### src/inc/sscc_pkg.sv
// sscc_pkg: shared constants, modes and helpers for the serial command checker
// assumes: 200 MHz pclk, 32-bit host frames, apb register access
package sscc_pkg;

  // ------------------------------------------------------------
  // frame layout
  // ------------------------------------------------------------
  localparam int FRAME_BITS = 32;
  localparam int CNT_W = 6;
  localparam logic [CNT_W-1:0] CNT_FULL = 6'h20;
  localparam logic [CNT_W-1:0] CNT_MAX = 6'h3f;
  localparam int ADDR_LSB = 0;
  localparam int ADDR_MSB = 6;
  localparam int WR_BIT = 7;
  localparam int DATA_LSB = 8;
  localparam int DATA_MSB = 23;
  localparam int CRC_LSB = 24;
  localparam int CRC_MSB = 31;

  // ------------------------------------------------------------
  // serial register addresses and fields
  // ------------------------------------------------------------
  localparam logic [6:0] A_MODE = 7'h01;
  localparam logic [6:0] A_WD = 7'h02;
  localparam logic [6:0] A_WAKE_EN = 7'h03;
  localparam logic [6:0] A_BUS = 7'h04;
  localparam logic [6:0] A_TIMER = 7'h05;
  localparam logic [6:0] A_PIN = 7'h06;
  localparam logic [6:0] A_HS = 7'h07;
  localparam logic [6:0] A_WAKE_STATUS_REG = 7'h40;
  localparam logic [6:0] A_DEV_STAT = 7'h41;
  localparam logic [2:0] REQ_NORMAL = 3'h0;
  localparam logic [2:0] REQ_STOP = 3'h1;
  localparam logic [2:0] REQ_SLEEP = 3'h2;
  localparam logic [2:0] REQ_SOFTRST = 3'h3;
  localparam int WK_TIMER_BIT = 0;
  localparam int WK_PIN_BIT = 1;
  localparam int PIN_SYNC_BIT = 0;
  localparam logic [15:0] CFG_RST = 16'h0000;
  localparam logic [7:0] CRC_POLY = 8'h2f;
  localparam logic [7:0] CRC_INIT = 8'hff;
  localparam logic [7:0] CRC_XOR = 8'hff;

  // ------------------------------------------------------------
  // apb map and timing
  // ------------------------------------------------------------
  localparam logic [11:0] APB_STATUS = 12'h000;
  localparam logic [11:0] APB_WAKE_SET = 12'h004;
  localparam logic [11:0] APB_LAST_CMD = 12'h008;
  localparam logic [11:0] APB_CONFIG = 12'h00c;
  localparam int CLK_MHZ = 200;
  localparam int RESTART_NS = 10000;
  localparam int RESTART_CYC = (RESTART_NS * CLK_MHZ + 999) / 1000;

  typedef enum logic [2:0] {
    M_INIT, M_NORMAL, M_STOP, M_SLEEP, M_RESTART, M_FAILSAFE
  } sscc_mode_t;

  // checksum over the low 24 frame bits, msb first
  function automatic logic [7:0] sscc_crc8(input logic [23:0] d);
    logic [7:0] c;
    c = CRC_INIT;
    for (int i = 23; i >= 0; i--) begin
      c = (c[7] ^ d[i]) ? ((c << 1) ^ CRC_POLY) : (c << 1);
    end
    return c ^ CRC_XOR;
  endfunction : sscc_crc8

endpackage : sscc_pkg

### src/verilog/sscc_top.sv
// sscc_top: serial configuration port with command validation and apb view
// assumes: host is serial master, software reaches the apb side on pclk
//
// What this block does
// - serial port works in init, normal, stop; off in sleep, restart, fail-safe.
// - every transfer is one full-duplex 32-bit frame; select lines per slave.
// - frame starts on select low; shifting only while select stays low.
// - received word decoded only after select rises, never inside a frame.
// - data output released to high impedance when select rises.
// - data input sampled into receive shifter on each serial clock fall.
// - data output advances after each serial clock rise; no daisy chain.
// - bad or forbidden command discarded whole and fault flag set.
// - fault flag holds until host clears it by a serial command.
// - sleep from stop gives restart; stop or sleep from init gives normal; both fault.
// - watchdog write with bad parity faults; trigger and settings both dropped.
// - stop mode accepts only trigger, normal, soft reset, status access.
// - stop entry with all wake enables clear is accepted without fault.
// - stop entry with pending wake status asserts interrupt, no fault.
// - stop to normal write changes the mode only, other bits ignored.
// - sleep without wake source faults, goes restart; other mode bits lost, restart clears them.
// - timer as only wake source while timer off leaves sleep for restart.
// - timer on-time not below a nonzero period is rejected with fault.
// - frame of all zeros or all ones is stuck input, rejected, fault.
// - second pin config, or sync outputs without sync input, rejected with fault.
// - unused addresses ignored silently, no fault.
// - checksum strap: bad checksum sets checksum flag, command dropped; first command still leaves init.
// - bits 6..0 address, bit 7 write or clear, bits 23..8 data.
// - clock count not 0 or 32, or clock high at select edge, flags error.
// - in restart no serial traffic is interpreted.
// - written settings take effect on select rise, seen next frame.
//
// The APB register port and the register offsets were left to the implementer.
`timescale 1ns/10ps
module sscc_top import sscc_pkg::*; (
  input wire logic pclk,
  input wire logic presetn,
  input wire logic select_low_input,
  input wire logic sclk,
  input wire logic sdi,
  output logic sdo,
  output logic sdo_oe,
  input wire logic wake_pin,
  input wire logic fail_safe_req,
  input wire logic checksum_strap_pin,
  output logic interrupt_out_low,
  input wire logic [11:0] paddr,
  input wire logic psel,
  input wire logic penable,
  input wire logic pwrite,
  input wire logic [31:0] pwdata,
  output logic [31:0] prdata,
  output logic pready,
  output logic pslverr
);
  // ------------------------------------------------------------
  // input synchronisation and frame engine
  // ------------------------------------------------------------
  logic sel_s, sclk_s, sdi_s, wake_s, fail_s, strap_s;
  logic [FRAME_BITS-1:0] rx_word, tx_word;
  logic frame_end, frame_ok, frame_err;
  sscc_mode_t mode_r, mode_nxt;
  logic port_en;

  sscc_sync #(.W(6), .RST_VAL(6'h20)) u_sync (
    .pclk(pclk),
    .presetn(presetn),
    .din({select_low_input, sclk, sdi, wake_pin, fail_safe_req, checksum_strap_pin}),
    .dout({sel_s, sclk_s, sdi_s, wake_s, fail_s, strap_s})
  );

  // port off outside init, normal and stop
  assign port_en = (mode_r == M_INIT) || (mode_r == M_NORMAL) || (mode_r == M_STOP);

  sscc_shifter u_shift (
    .pclk(pclk),
    .presetn(presetn),
    .enable(port_en),
    .sel_s(sel_s),
    .sclk_s(sclk_s),
    .sdi_s(sdi_s),
    .tx_word(tx_word),
    .rx_word(rx_word),
    .frame_end(frame_end),
    .frame_ok(frame_ok),
    .frame_err(frame_err),
    .sdo(sdo),
    .sdo_oe(sdo_oe)
  );

  // ------------------------------------------------------------
  // device state
  // ------------------------------------------------------------
  logic fault_r, crc_fail_r, err_r, strap_r, strap_done_r, pin_done_r, int_r;
  logic [12:0] mode_other_r;
  logic [15:0] wd_cfg_r, wake_en_r, bus_en_r, timer_r, pin_cfg_r, hs_cfg_r;
  logic [15:0] wake_status_reg_r, rd_data_r;
  logic [7:0] wd_cnt_r;
  logic [31:0] last_cmd_r;
  logic [$clog2(RESTART_CYC+1)-1:0] rst_cnt_r;

  // decoded fields of the received word
  logic [6:0] c_addr;
  logic c_wr;
  logic [15:0] c_data;
  logic [2:0] c_req;
  logic cmd_go, stuck, crc_bad, no_wake, timer_only_off, restart_entry;
  assign c_addr = rx_word[ADDR_MSB:ADDR_LSB];
  assign c_wr = rx_word[WR_BIT];
  assign c_data = rx_word[DATA_MSB:DATA_LSB];
  assign c_req = c_data[2:0];
  assign cmd_go = frame_end && frame_ok && (mode_r != M_RESTART);
  assign stuck = (rx_word == '0) || (rx_word == '1);
  assign crc_bad = sscc_crc8(rx_word[DATA_MSB:0]) != rx_word[CRC_MSB:CRC_LSB];
  assign no_wake = (wake_en_r == '0) && (bus_en_r == '0);
  assign timer_only_off = (wake_en_r == (16'h0001 << WK_TIMER_BIT)) && (bus_en_r == '0)
                          && (timer_r[7:0] == 8'h00);

  // known serial register addresses
  function automatic logic addr_known(input logic [6:0] a);
    case (a)
      A_MODE, A_WD, A_WAKE_EN, A_BUS, A_TIMER, A_PIN, A_HS, A_WAKE_STATUS_REG, A_DEV_STAT: return 1'b1;
      default: return 1'b0;
    endcase
  endfunction : addr_known

  // readback of a serial register
  function automatic logic [15:0] reg_view(input logic [6:0] a);
    case (a)
      A_MODE: return {mode_other_r, 3'(mode_r)};
      A_WD: return wd_cfg_r;
      A_WAKE_EN: return wake_en_r;
      A_BUS: return bus_en_r;
      A_TIMER: return timer_r;
      A_PIN: return pin_cfg_r;
      A_HS: return hs_cfg_r;
      A_WAKE_STATUS_REG: return wake_status_reg_r;
      A_DEV_STAT: return {14'h0000, crc_fail_r, fault_r};
      default: return 16'h0000;
    endcase
  endfunction : reg_view

  // ------------------------------------------------------------
  // command validation
  // ------------------------------------------------------------
  logic f_set, crc_set, clr_dev, clr_wk, int_set;
  logic w_other, w_wd, w_wken, w_bus, w_tmr, w_pin, w_hs;

  always_comb begin
    f_set = 1'b0;
    crc_set = 1'b0;
    clr_dev = 1'b0;
    clr_wk = 1'b0;
    int_set = 1'b0;
    w_other = 1'b0;
    w_wd = 1'b0;
    w_wken = 1'b0;
    w_bus = 1'b0;
    w_tmr = 1'b0;
    w_pin = 1'b0;
    w_hs = 1'b0;
    mode_nxt = mode_r;
    if (cmd_go) begin
      if (stuck) begin
        f_set = 1'b1;
      end else if (strap_r && crc_bad) begin
        crc_set = 1'b1;
        if (mode_r == M_INIT) begin
          mode_nxt = M_NORMAL;
        end
      end else if (addr_known(c_addr) && c_wr) begin
        case (c_addr)
          A_DEV_STAT: clr_dev = 1'b1;
          A_WAKE_STATUS_REG: clr_wk = 1'b1;
          A_WD: begin
            if (^c_data) begin
              f_set = 1'b1;
            end else begin
              w_wd = 1'b1;
            end
          end
          A_MODE: begin
            case (c_req)
              REQ_NORMAL: begin
                mode_nxt = M_NORMAL;
                w_other = (mode_r != M_STOP);
              end
              REQ_STOP: begin
                if (mode_r == M_INIT) begin
                  f_set = 1'b1;
                  mode_nxt = M_NORMAL;
                end else if (mode_r == M_NORMAL) begin
                  mode_nxt = M_STOP;
                  int_set = (wake_status_reg_r != '0);
                  w_other = 1'b1;
                end
              end
              REQ_SLEEP: begin
                if (mode_r == M_INIT) begin
                  f_set = 1'b1;
                  mode_nxt = M_NORMAL;
                end else if (mode_r == M_STOP) begin
                  f_set = 1'b1;
                  mode_nxt = M_RESTART;
                end else begin
                  f_set = no_wake;
                  mode_nxt = no_wake ? M_RESTART : M_SLEEP;
                  w_other = 1'b1;
                end
              end
              REQ_SOFTRST: mode_nxt = M_RESTART;
              default: f_set = 1'b1;
            endcase
          end
          default: begin
            if (mode_r == M_STOP) begin
              f_set = 1'b1;
            end else if (c_addr == A_TIMER) begin
              f_set = (c_data[15:8] >= c_data[7:0]) && (c_data[7:0] != 8'h00);
              w_tmr = !f_set;
            end else if (c_addr == A_PIN) begin
              f_set = pin_done_r;
              w_pin = !pin_done_r;
            end else if (c_addr == A_HS) begin
              f_set = (c_data != '0) && !pin_cfg_r[PIN_SYNC_BIT];
              w_hs = !f_set;
            end else begin
              w_wken = (c_addr == A_WAKE_EN);
              w_bus = (c_addr == A_BUS);
            end
          end
        endcase
      end
    end else if (mode_r == M_SLEEP && (timer_only_off || wake_status_reg_r != '0)) begin
      mode_nxt = M_RESTART;
    end else if (mode_r == M_RESTART && rst_cnt_r == '0) begin
      mode_nxt = M_NORMAL;
    end
    if (fail_s) begin
      mode_nxt = M_FAILSAFE;
    end else if (mode_r == M_FAILSAFE) begin
      mode_nxt = M_RESTART;
    end
  end

  assign restart_entry = (mode_nxt == M_RESTART) && (mode_r != M_RESTART);

  // ------------------------------------------------------------
  // state registers
  // ------------------------------------------------------------
  // device mode and restart timer
  always_ff @(posedge pclk or negedge presetn) begin
    if (!presetn) begin
      mode_r <= M_INIT;
      rst_cnt_r <= '0;
    end else begin
      mode_r <= mode_nxt;
      if (restart_entry) begin
        rst_cnt_r <= ($clog2(RESTART_CYC+1))'(RESTART_CYC - 1);
      end else if (rst_cnt_r != '0) begin
        rst_cnt_r <= rst_cnt_r - 1'b1;
      end
    end
  end

  // sticky fault and checksum flags; a new set beats a clear
  always_ff @(posedge pclk or negedge presetn) begin
    if (!presetn) begin
      fault_r <= 1'b0;
      crc_fail_r <= 1'b0;
    end else begin
      fault_r <= f_set | (fault_r & ~clr_dev);
      crc_fail_r <= crc_set | (crc_fail_r & ~clr_dev);
    end
  end

  // frame error shown at the head of the next response
  always_ff @(posedge pclk or negedge presetn) begin
    if (!presetn) begin
      err_r <= 1'b0;
    end else if (frame_end) begin
      err_r <= frame_err;
    end
  end

  // strap followed until the first decoded frame, then frozen
  always_ff @(posedge pclk or negedge presetn) begin
    if (!presetn) begin
      strap_r <= 1'b0;
      strap_done_r <= 1'b0;
    end else if (!strap_done_r) begin
      strap_r <= strap_s;
      strap_done_r <= cmd_go;
    end
  end

  // configuration, applied only on a validated frame end
  always_ff @(posedge pclk or negedge presetn) begin
    if (!presetn) begin
      mode_other_r <= '0;
      wd_cfg_r <= CFG_RST;
      wake_en_r <= CFG_RST;
      bus_en_r <= CFG_RST;
      timer_r <= CFG_RST;
      pin_cfg_r <= CFG_RST;
      hs_cfg_r <= CFG_RST;
      pin_done_r <= 1'b0;
    end else if (restart_entry) begin
      mode_other_r <= '0;
      wd_cfg_r <= CFG_RST;
      wake_en_r <= CFG_RST;
      bus_en_r <= CFG_RST;
      timer_r <= CFG_RST;
      hs_cfg_r <= CFG_RST;
    end else begin
      if (w_other) mode_other_r <= c_data[15:3];
      if (w_wd) wd_cfg_r <= c_data;
      if (w_wken) wake_en_r <= c_data;
      if (w_bus) bus_en_r <= c_data;
      if (w_tmr) timer_r <= c_data;
      if (w_hs) hs_cfg_r <= c_data;
      if (w_pin) begin
        pin_cfg_r <= c_data;
        pin_done_r <= 1'b1;
      end
    end
  end

  // watchdog triggers, last command and previous readback
  always_ff @(posedge pclk or negedge presetn) begin
    if (!presetn) begin
      wd_cnt_r <= '0;
      last_cmd_r <= '0;
      rd_data_r <= '0;
    end else if (cmd_go) begin
      if (w_wd) wd_cnt_r <= wd_cnt_r + 8'h01;
      last_cmd_r <= rx_word;
      rd_data_r <= reg_view(c_addr);
    end
  end

  // ------------------------------------------------------------
  // wake status, interrupt and response word
  // ------------------------------------------------------------
  logic apb_wake_set, apb_go;
  always_ff @(posedge pclk or negedge presetn) begin
    if (!presetn) begin
      wake_status_reg_r <= '0;
    end else begin
      wake_status_reg_r <= (wake_status_reg_r & ~{16{clr_wk}})
                   | ({15'h0000, wake_s & wake_en_r[WK_PIN_BIT]} << WK_PIN_BIT)
                   | (apb_wake_set ? pwdata[15:0] : 16'h0000);
    end
  end

  // interrupt held low until wake status is cleared
  always_ff @(posedge pclk or negedge presetn) begin
    if (!presetn) begin
      int_r <= 1'b0;
      interrupt_out_low <= 1'b1;
    end else begin
      int_r <= int_set | (int_r & (wake_status_reg_r != '0) & ~clr_wk);
      interrupt_out_low <= ~int_r;
    end
  end

  logic [7:0] stat8;
  assign stat8 = {fault_r | crc_fail_r, 3'h0, wake_status_reg_r != '0, 2'h0, err_r};
  assign tx_word = {sscc_crc8({rd_data_r, stat8}), rd_data_r, stat8};

  // ------------------------------------------------------------
  // apb slave, no wait states
  // ------------------------------------------------------------
  assign apb_go = psel && penable && pready;
  assign apb_wake_set = apb_go && pwrite && (paddr == APB_WAKE_SET);

  always_ff @(posedge pclk or negedge presetn) begin
    if (!presetn) begin
      pready <= 1'b0;
      pslverr <= 1'b0;
      prdata <= '0;
    end else begin
      pready <= psel && !penable;
      pslverr <= psel && !penable && !(paddr inside {APB_STATUS, APB_WAKE_SET,
                 APB_LAST_CMD, APB_CONFIG});
      case (paddr)
        APB_STATUS: prdata <= {16'h0000, wd_cnt_r, 1'b0, strap_r, err_r, crc_fail_r,
                               fault_r, 3'(mode_r)};
        APB_WAKE_SET: prdata <= {16'h0000, wake_status_reg_r};
        APB_LAST_CMD: prdata <= last_cmd_r;
        APB_CONFIG: prdata <= {wake_en_r, bus_en_r};
        default: prdata <= '0;
      endcase
    end
  end
endmodule : sscc_top

### src/verilog/sscc_sync.sv
// sscc_sync: three-stage input synchroniser with agreement filter
// assumes: inputs are asynchronous to pclk
`timescale 1ns/10ps
module sscc_sync #(
  parameter int W = 1,
  parameter logic [W-1:0] RST_VAL = '0
) (
  input wire logic pclk,
  input wire logic presetn,
  input wire logic [W-1:0] din,
  output logic [W-1:0] dout
);
  logic [W-1:0] ff1_r;
  logic [W-1:0] ff2_r;
  logic [W-1:0] ff3_r;

  // stage chain; ff1 feeds ff2 only
  always_ff @(posedge pclk or negedge presetn) begin
    if (!presetn) begin
      ff1_r <= RST_VAL;
      ff2_r <= RST_VAL;
      ff3_r <= RST_VAL;
    end else begin
      ff1_r <= din;
      ff2_r <= ff1_r;
      ff3_r <= ff2_r;
    end
  end

  // a bit changes once stages two and three agree
  always_ff @(posedge pclk or negedge presetn) begin
    if (!presetn) begin
      dout <= RST_VAL;
    end else begin
      dout <= (ff2_r & ff3_r) | (dout & (ff2_r | ff3_r));
    end
  end
endmodule : sscc_sync

### src/verilog/sscc_shifter.sv
// sscc_shifter: serial frame engine, edges found on the pclk-sampled link
// assumes: synchronised select, clock and data inputs
`timescale 1ns/10ps
module sscc_shifter import sscc_pkg::*; (
  input wire logic pclk,
  input wire logic presetn,
  input wire logic enable,
  input wire logic sel_s,
  input wire logic sclk_s,
  input wire logic sdi_s,
  input wire logic [FRAME_BITS-1:0] tx_word,
  output logic [FRAME_BITS-1:0] rx_word,
  output logic frame_end,
  output logic frame_ok,
  output logic frame_err,
  output logic sdo,
  output logic sdo_oe
);
  logic sel_q;
  logic sclk_q;
  logic active_r;
  logic clkhi_r;
  logic [CNT_W-1:0] cnt_r;
  logic [FRAME_BITS-1:0] tx_r;
  logic sel_fall;
  logic sel_rise;
  logic sclk_fall;
  logic sclk_rise;

  assign sel_fall = sel_q & ~sel_s;
  assign sel_rise = ~sel_q & sel_s;
  assign sclk_fall = sclk_q & ~sclk_s;
  assign sclk_rise = ~sclk_q & sclk_s;

  // previous levels for edge detection
  always_ff @(posedge pclk or negedge presetn) begin
    if (!presetn) begin
      sel_q <= 1'b1;
      sclk_q <= 1'b0;
    end else begin
      sel_q <= sel_s;
      sclk_q <= sclk_s;
    end
  end

  // frame window, only while select is low and the port is on
  always_ff @(posedge pclk or negedge presetn) begin
    if (!presetn) begin
      active_r <= 1'b0;
      clkhi_r <= 1'b0;
    end else if (sel_fall && enable) begin
      active_r <= 1'b1;
      clkhi_r <= sclk_s;
    end else if (active_r && (sel_rise || !enable)) begin
      active_r <= 1'b0;
    end
  end

  // bit counter and receive shift on clock falls, lsb first
  always_ff @(posedge pclk or negedge presetn) begin
    if (!presetn) begin
      cnt_r <= '0;
      rx_word <= '0;
    end else if (sel_fall && enable) begin
      cnt_r <= '0;
    end else if (active_r && sclk_fall) begin
      rx_word <= {sdi_s, rx_word[FRAME_BITS-1:1]};
      if (cnt_r != CNT_MAX) begin
        cnt_r <= cnt_r + 6'h01;
      end
    end
  end

  // transmit shift after clock rises; line released at frame end
  always_ff @(posedge pclk or negedge presetn) begin
    if (!presetn) begin
      tx_r <= '0;
      sdo <= 1'b0;
      sdo_oe <= 1'b0;
    end else if (sel_fall && enable) begin
      tx_r <= tx_word;
      sdo <= tx_word[0];
      sdo_oe <= 1'b1;
    end else if (active_r && (sel_rise || !enable)) begin
      sdo_oe <= 1'b0;
    end else if (active_r && sclk_rise) begin
      tx_r <= tx_r >> 1;
      sdo <= tx_r[1];
    end
  end

  // end-of-frame verdict, one pulse on the select rise
  always_ff @(posedge pclk or negedge presetn) begin
    if (!presetn) begin
      frame_end <= 1'b0;
      frame_ok <= 1'b0;
      frame_err <= 1'b0;
    end else begin
      frame_end <= active_r && sel_rise && enable;
      frame_ok <= (cnt_r == CNT_FULL) && !clkhi_r && !sclk_s;
      frame_err <= ((cnt_r != CNT_FULL) && (cnt_r != '0)) || clkhi_r || sclk_s;
    end
  end
endmodule : sscc_shifter

### config.mk
export PLATFORM = sky130hd
export DESIGN_NAME = sscc_top
export DESIGN_NICKNAME = d
export VERILOG_FILES = /design/src/inc/sscc_pkg.sv /design/src/verilog/sscc_top.sv /design/src/verilog/sscc_sync.sv /design/src/verilog/sscc_shifter.sv
export SDC_FILE = /design/constraint.sdc
export NUM_CORES = 1
export LEC_CHECK = 0
export ABC_AREA = 1
export BUFFER_PORTS_ARGS = -buffer_cell sky130_fd_sc_hd__buf_4
export CELL_PAD_IN_SITES_DETAIL_PLACEMENT = 0
export CELL_PAD_IN_SITES_GLOBAL_PLACEMENT = 2
export CORE_MARGIN = 4
export CORE_UTILIZATION = 34
export DETAILED_ROUTE_END_ITERATION = 10
export PLACE_DENSITY = 0.77
export SYNTH_ARGS = -nofsm -noshare
export SYNTH_HDL_FRONTEND = slang
export SYNTH_SLANG_ARGS = --single-unit
### constraint.sdc
create_clock -name pclk -period 4.2 [get_ports pclk]
set_input_delay 0.84 -clock pclk [delete_from_list [all_inputs] [get_ports pclk]]
set_output_delay 0.84 -clock pclk [all_outputs]
set_load 0.01 [all_outputs]
==> results.sh <==
export IMPL_run_status="complete, but fails checks"
export IMPL_violations="negative setup slack"
export IMPL_fin_ws_ps=-493
export IMPL_worstMarginPinSlew_ps=964
export IMPL_synth_flop_cell="dfrtp_1"
export IMPL_nets=2573
export IMPL_io_buffers=75
export IMPL_netlist_instances=2308
export IMPL_clock_root_buffer="clkbuf_16"
export IMPL_crit_path_start_kind="flop"
export IMPL_avgSynthCellArea_um2=7.87
export IMPL_io_pins=92
export IMPL_grt_pass1_vias=16100
export IMPL_dp_hpwl_um=43200
export IMPL_yosys_area_top_type="dfrtp_1"
export IMPL_synthDistinctLibCells=55
export IMPL_start_util_pct=34.4
export IMPL_synth_nets=2393
export IMPL_maxSlewViolCount=0
export IMPL_cts_tree="yes"
export IMPL_synth_top_cell_area_share_pct=45.7
export IMPL_postRouteAntennaNets=0
export IMPL_synth_top_cells_by_area="dfrtp_1, nand2_1, nand3_1"
export IMPL_firstDrtPassIters=5
export IMPL_powerDensity_nw_per_um2=321
export IMPL_maxCapViolCount=0
export IMPL_gr_total_overflow=0
export IMPL_drtIter0Drc=1220
export IMPL_synth_edff_count=0
export IMPL_syn2layout_area_growth_pct=30.4
export IMPL_worstSetupEndpointType="flop"
export IMPL_leakagePower_nw=11.6
export IMPL_setup_viol=146
export IMPL_avgRoutedWirePerCell_um=19.5
export IMPL_fin_worst_skew_ps=14.2
export IMPL_power_mw=7.62
export IMPL_vias=16400
export IMPL_drive_gt1_share_pct=23.5
export IMPL_rsz0062_at_grt="true"
export IMPL_die_area_um2=57200
export IMPL_grtUsageTotal_pct=21.4
export IMPL_crit_path_max_fanout=14
export IMPL_cp_slowest_cell="dfrtp_1"
export IMPL_crit_type="reg -> reg"
export IMPL_grt_pass1_wl_um=95400
export IMPL_htree_levels=2
export IMPL_die_w_um=239
export IMPL_insertion_delay_ps=570
export IMPL_die_y_um=239
export IMPL_pre_cts_ws_ps=-744
export IMPL_gp_congestion=0.866
export IMPL_hold_path_class="in -> async"
export IMPL_drc=0
export IMPL_slowest_delay_ps=390
export IMPL_clk_path_buf_depth=3
export IMPL_critPathArrivalTime_ps=5150
export IMPL_async_flop_share_pct=100
export IMPL_ys_seq_area_share_pct=46.6
export IMPL_numCtsBuffers=41
export IMPL_timing_final_crit_share_pct=112
export IMPL_yosys_register_bits=338
export IMPL_critPathMostFrequentCell="nand2_4"
export IMPL_period_minus_slack_ps=4690
export IMPL_antenna_found_initial=1
export IMPL_max_freq_mhz=213
export IMPL_grt_max_degree=86
export IMPL_core_um2=52800
export IMPL_syn_area_um2=18200
export IMPL_hold_viol_final=0
export IMPL_required_ps=4650
export IMPL_ys_warn_count=0
export IMPL_relSlewSlack_pct=35.5
export IMPL_power_ir_vdd_worst_mv=0.241
export IMPL_wirelength_um=62600
export IMPL_std_cell_rows=84
export IMPL_clock_sinks=338
export IMPL_clk_pin_slew_worst_paths_ps=60
export IMPL_avgViaCountPerCell=5.12
[per-stage QoR]
step	setup TNS, ps	hold slack [ps]	instances	area (um2)	util (%)
finish	-59050	300	3204	23700	44.9
CTS	-40990	306	3182	22500	42.7
detailed placement	-92240	338	3092	20200	38.3
global route	-106740	330	3203	23700	44.9
global placement	-82670	333	3092	20200	38.3
floorplan	0	331	2308	18200	-
[per-layer routing]
layer	routed length [um]	up-vias	global-route usage, %
met4	2360	2	7.88
met2	29900	403	34.9
met5	7	-	0
li1	-	7909	-
met1	27400	7995	29.2
met3	3000	103	3.12
[worst max-delay path, delay by kind of cell, from the launching register on]
kind                       cells  cell delay, ps
DFF                            1             390
and+or+nand+nor               25            2210
adders and majority gates      1             370
buffers and inverters         12            1410
AOI/OAI and AO/OA              1             160
[flip-flops by register name, indices dropped and copies added, names as in the netlist, 3 cells and up]
register,flops
mode_other_r,13
u_sync.dout,6
rd_data_r,16
wake_en_r,16
u_shift.tx_r,32
wake_status_reg_r,16
hs_cfg_r,16
u_shift.rx_word,32
timer_r,16
wd_cnt_r,8
u_sync.ff1_r,6
u_sync.ff3_r,6
mode_r,3
u_sync.ff2_r,6
prdata,32
last_cmd_r,32
bus_en_r,16
pin_cfg_r,16
wd_cfg_r,16
u_shift.cnt_r,6
rst_cnt_r,11
[area by class of cell]
cell class	count	area [um2]
repair buffers	239	2400
flip-flops and latches	338	8470
diodes	1	2.50
clock buffers	57	1200
multi-input cells	1573	9440
well taps	688	861
inverters	295	1150
fillers	5222	29100
clock inverters	13	175
[synthesized netlist by cell type, types with 10 or more instances]
library cell	instances
nor2_1	87
ha_1	30
o221ai_1	16
dfrtp_1	332
nor3_1	14
nand2_2	31
nand2_1	616
a21oi_1	37
a221oi_1	19
xor2_1	61
o21ai_0	164
buf_4	10
clkbuf_1	55
nand4_1	35
xnor2_1	22
o22ai_1	50
inv_1	276
nand3_1	310
inv_2	16
buf_2	33
nor4_1	13
[path summary, 6_finish.rpt]
path / slack, ps / cells after the start / from / end
worst min register to register: 350 / 0 / u_sync.ff1_r[2]$_DFF_PN0_ / u_sync.ff2_r[2]$_DFF_PN0_
worst max register to register: -490 / 39 / u_shift.rx_word[23]$_DFFE_PN0P_ / wake_en_r[12]$_DFFE_PN0P_
worst min-delay path: 300 / 1 / presetn / u_shift.tx_r[18]$_DFFE_PN0P_
min in group pclk: 350 / 0 / u_sync.ff1_r[2]$_DFF_PN0_ / u_sync.ff2_r[2]$_DFF_PN0_
worst max-delay path: -490 / 39 / u_shift.rx_word[23]$_DFFE_PN0P_ / wake_en_r[12]$_DFFE_PN0P_
max in group asynchronous: 2870 / 2 / presetn / mode_other_r[12]$_DFFE_PN0P_
[power breakdown]
group	switching, mW	internal, mW
Sequential	0.0440	3.33
Combinational	0.323	0.247
Clock	1.45	2.23
Total	1.81	5.80
[cells in the final DEF (no fill, tap or decap), types with 13 or more instances in the layout]
cell type and n:
a221oi_1 19, nand2_4 56, nand3_4 25, o22ai_1 50, nor2_1 82, nand3_1 251, buf_4 184, dfrtp_1 331
inv_1 266, inv_2 16, nor4_1 13, o21ai_0 162, xor2_1 50, a21oi_1 36, clkbuf_16 50, nand2_1 500
nor3_1 14, nand2_2 87, buf_6 19, nand4_1 35, ha_1 29, buf_12 17, xnor2_1 21, nand3_2 42
o221ai_1 16
[kinds of logic after synthesis]
kind of cell | count (synthesis) | synth area share (%)
compound gates | 314 | 10.1
xor+xnor | 88 | 4.45
fa+ha+maj | 36 | 2.40
buf+inv | 397 | 8.72
flops | 338 | 46.6
simple gates | 1135 | 27.7
[repair_timing]
action,in CTS,in global routing
cloned,7,8
pin swaps,20,52
resized for setup,161,208
setup endpoints to repair,149,157
buffers inserted,13,13
hold buffers,0,0
Note: power is estimated with default switching activity, not from simulation.
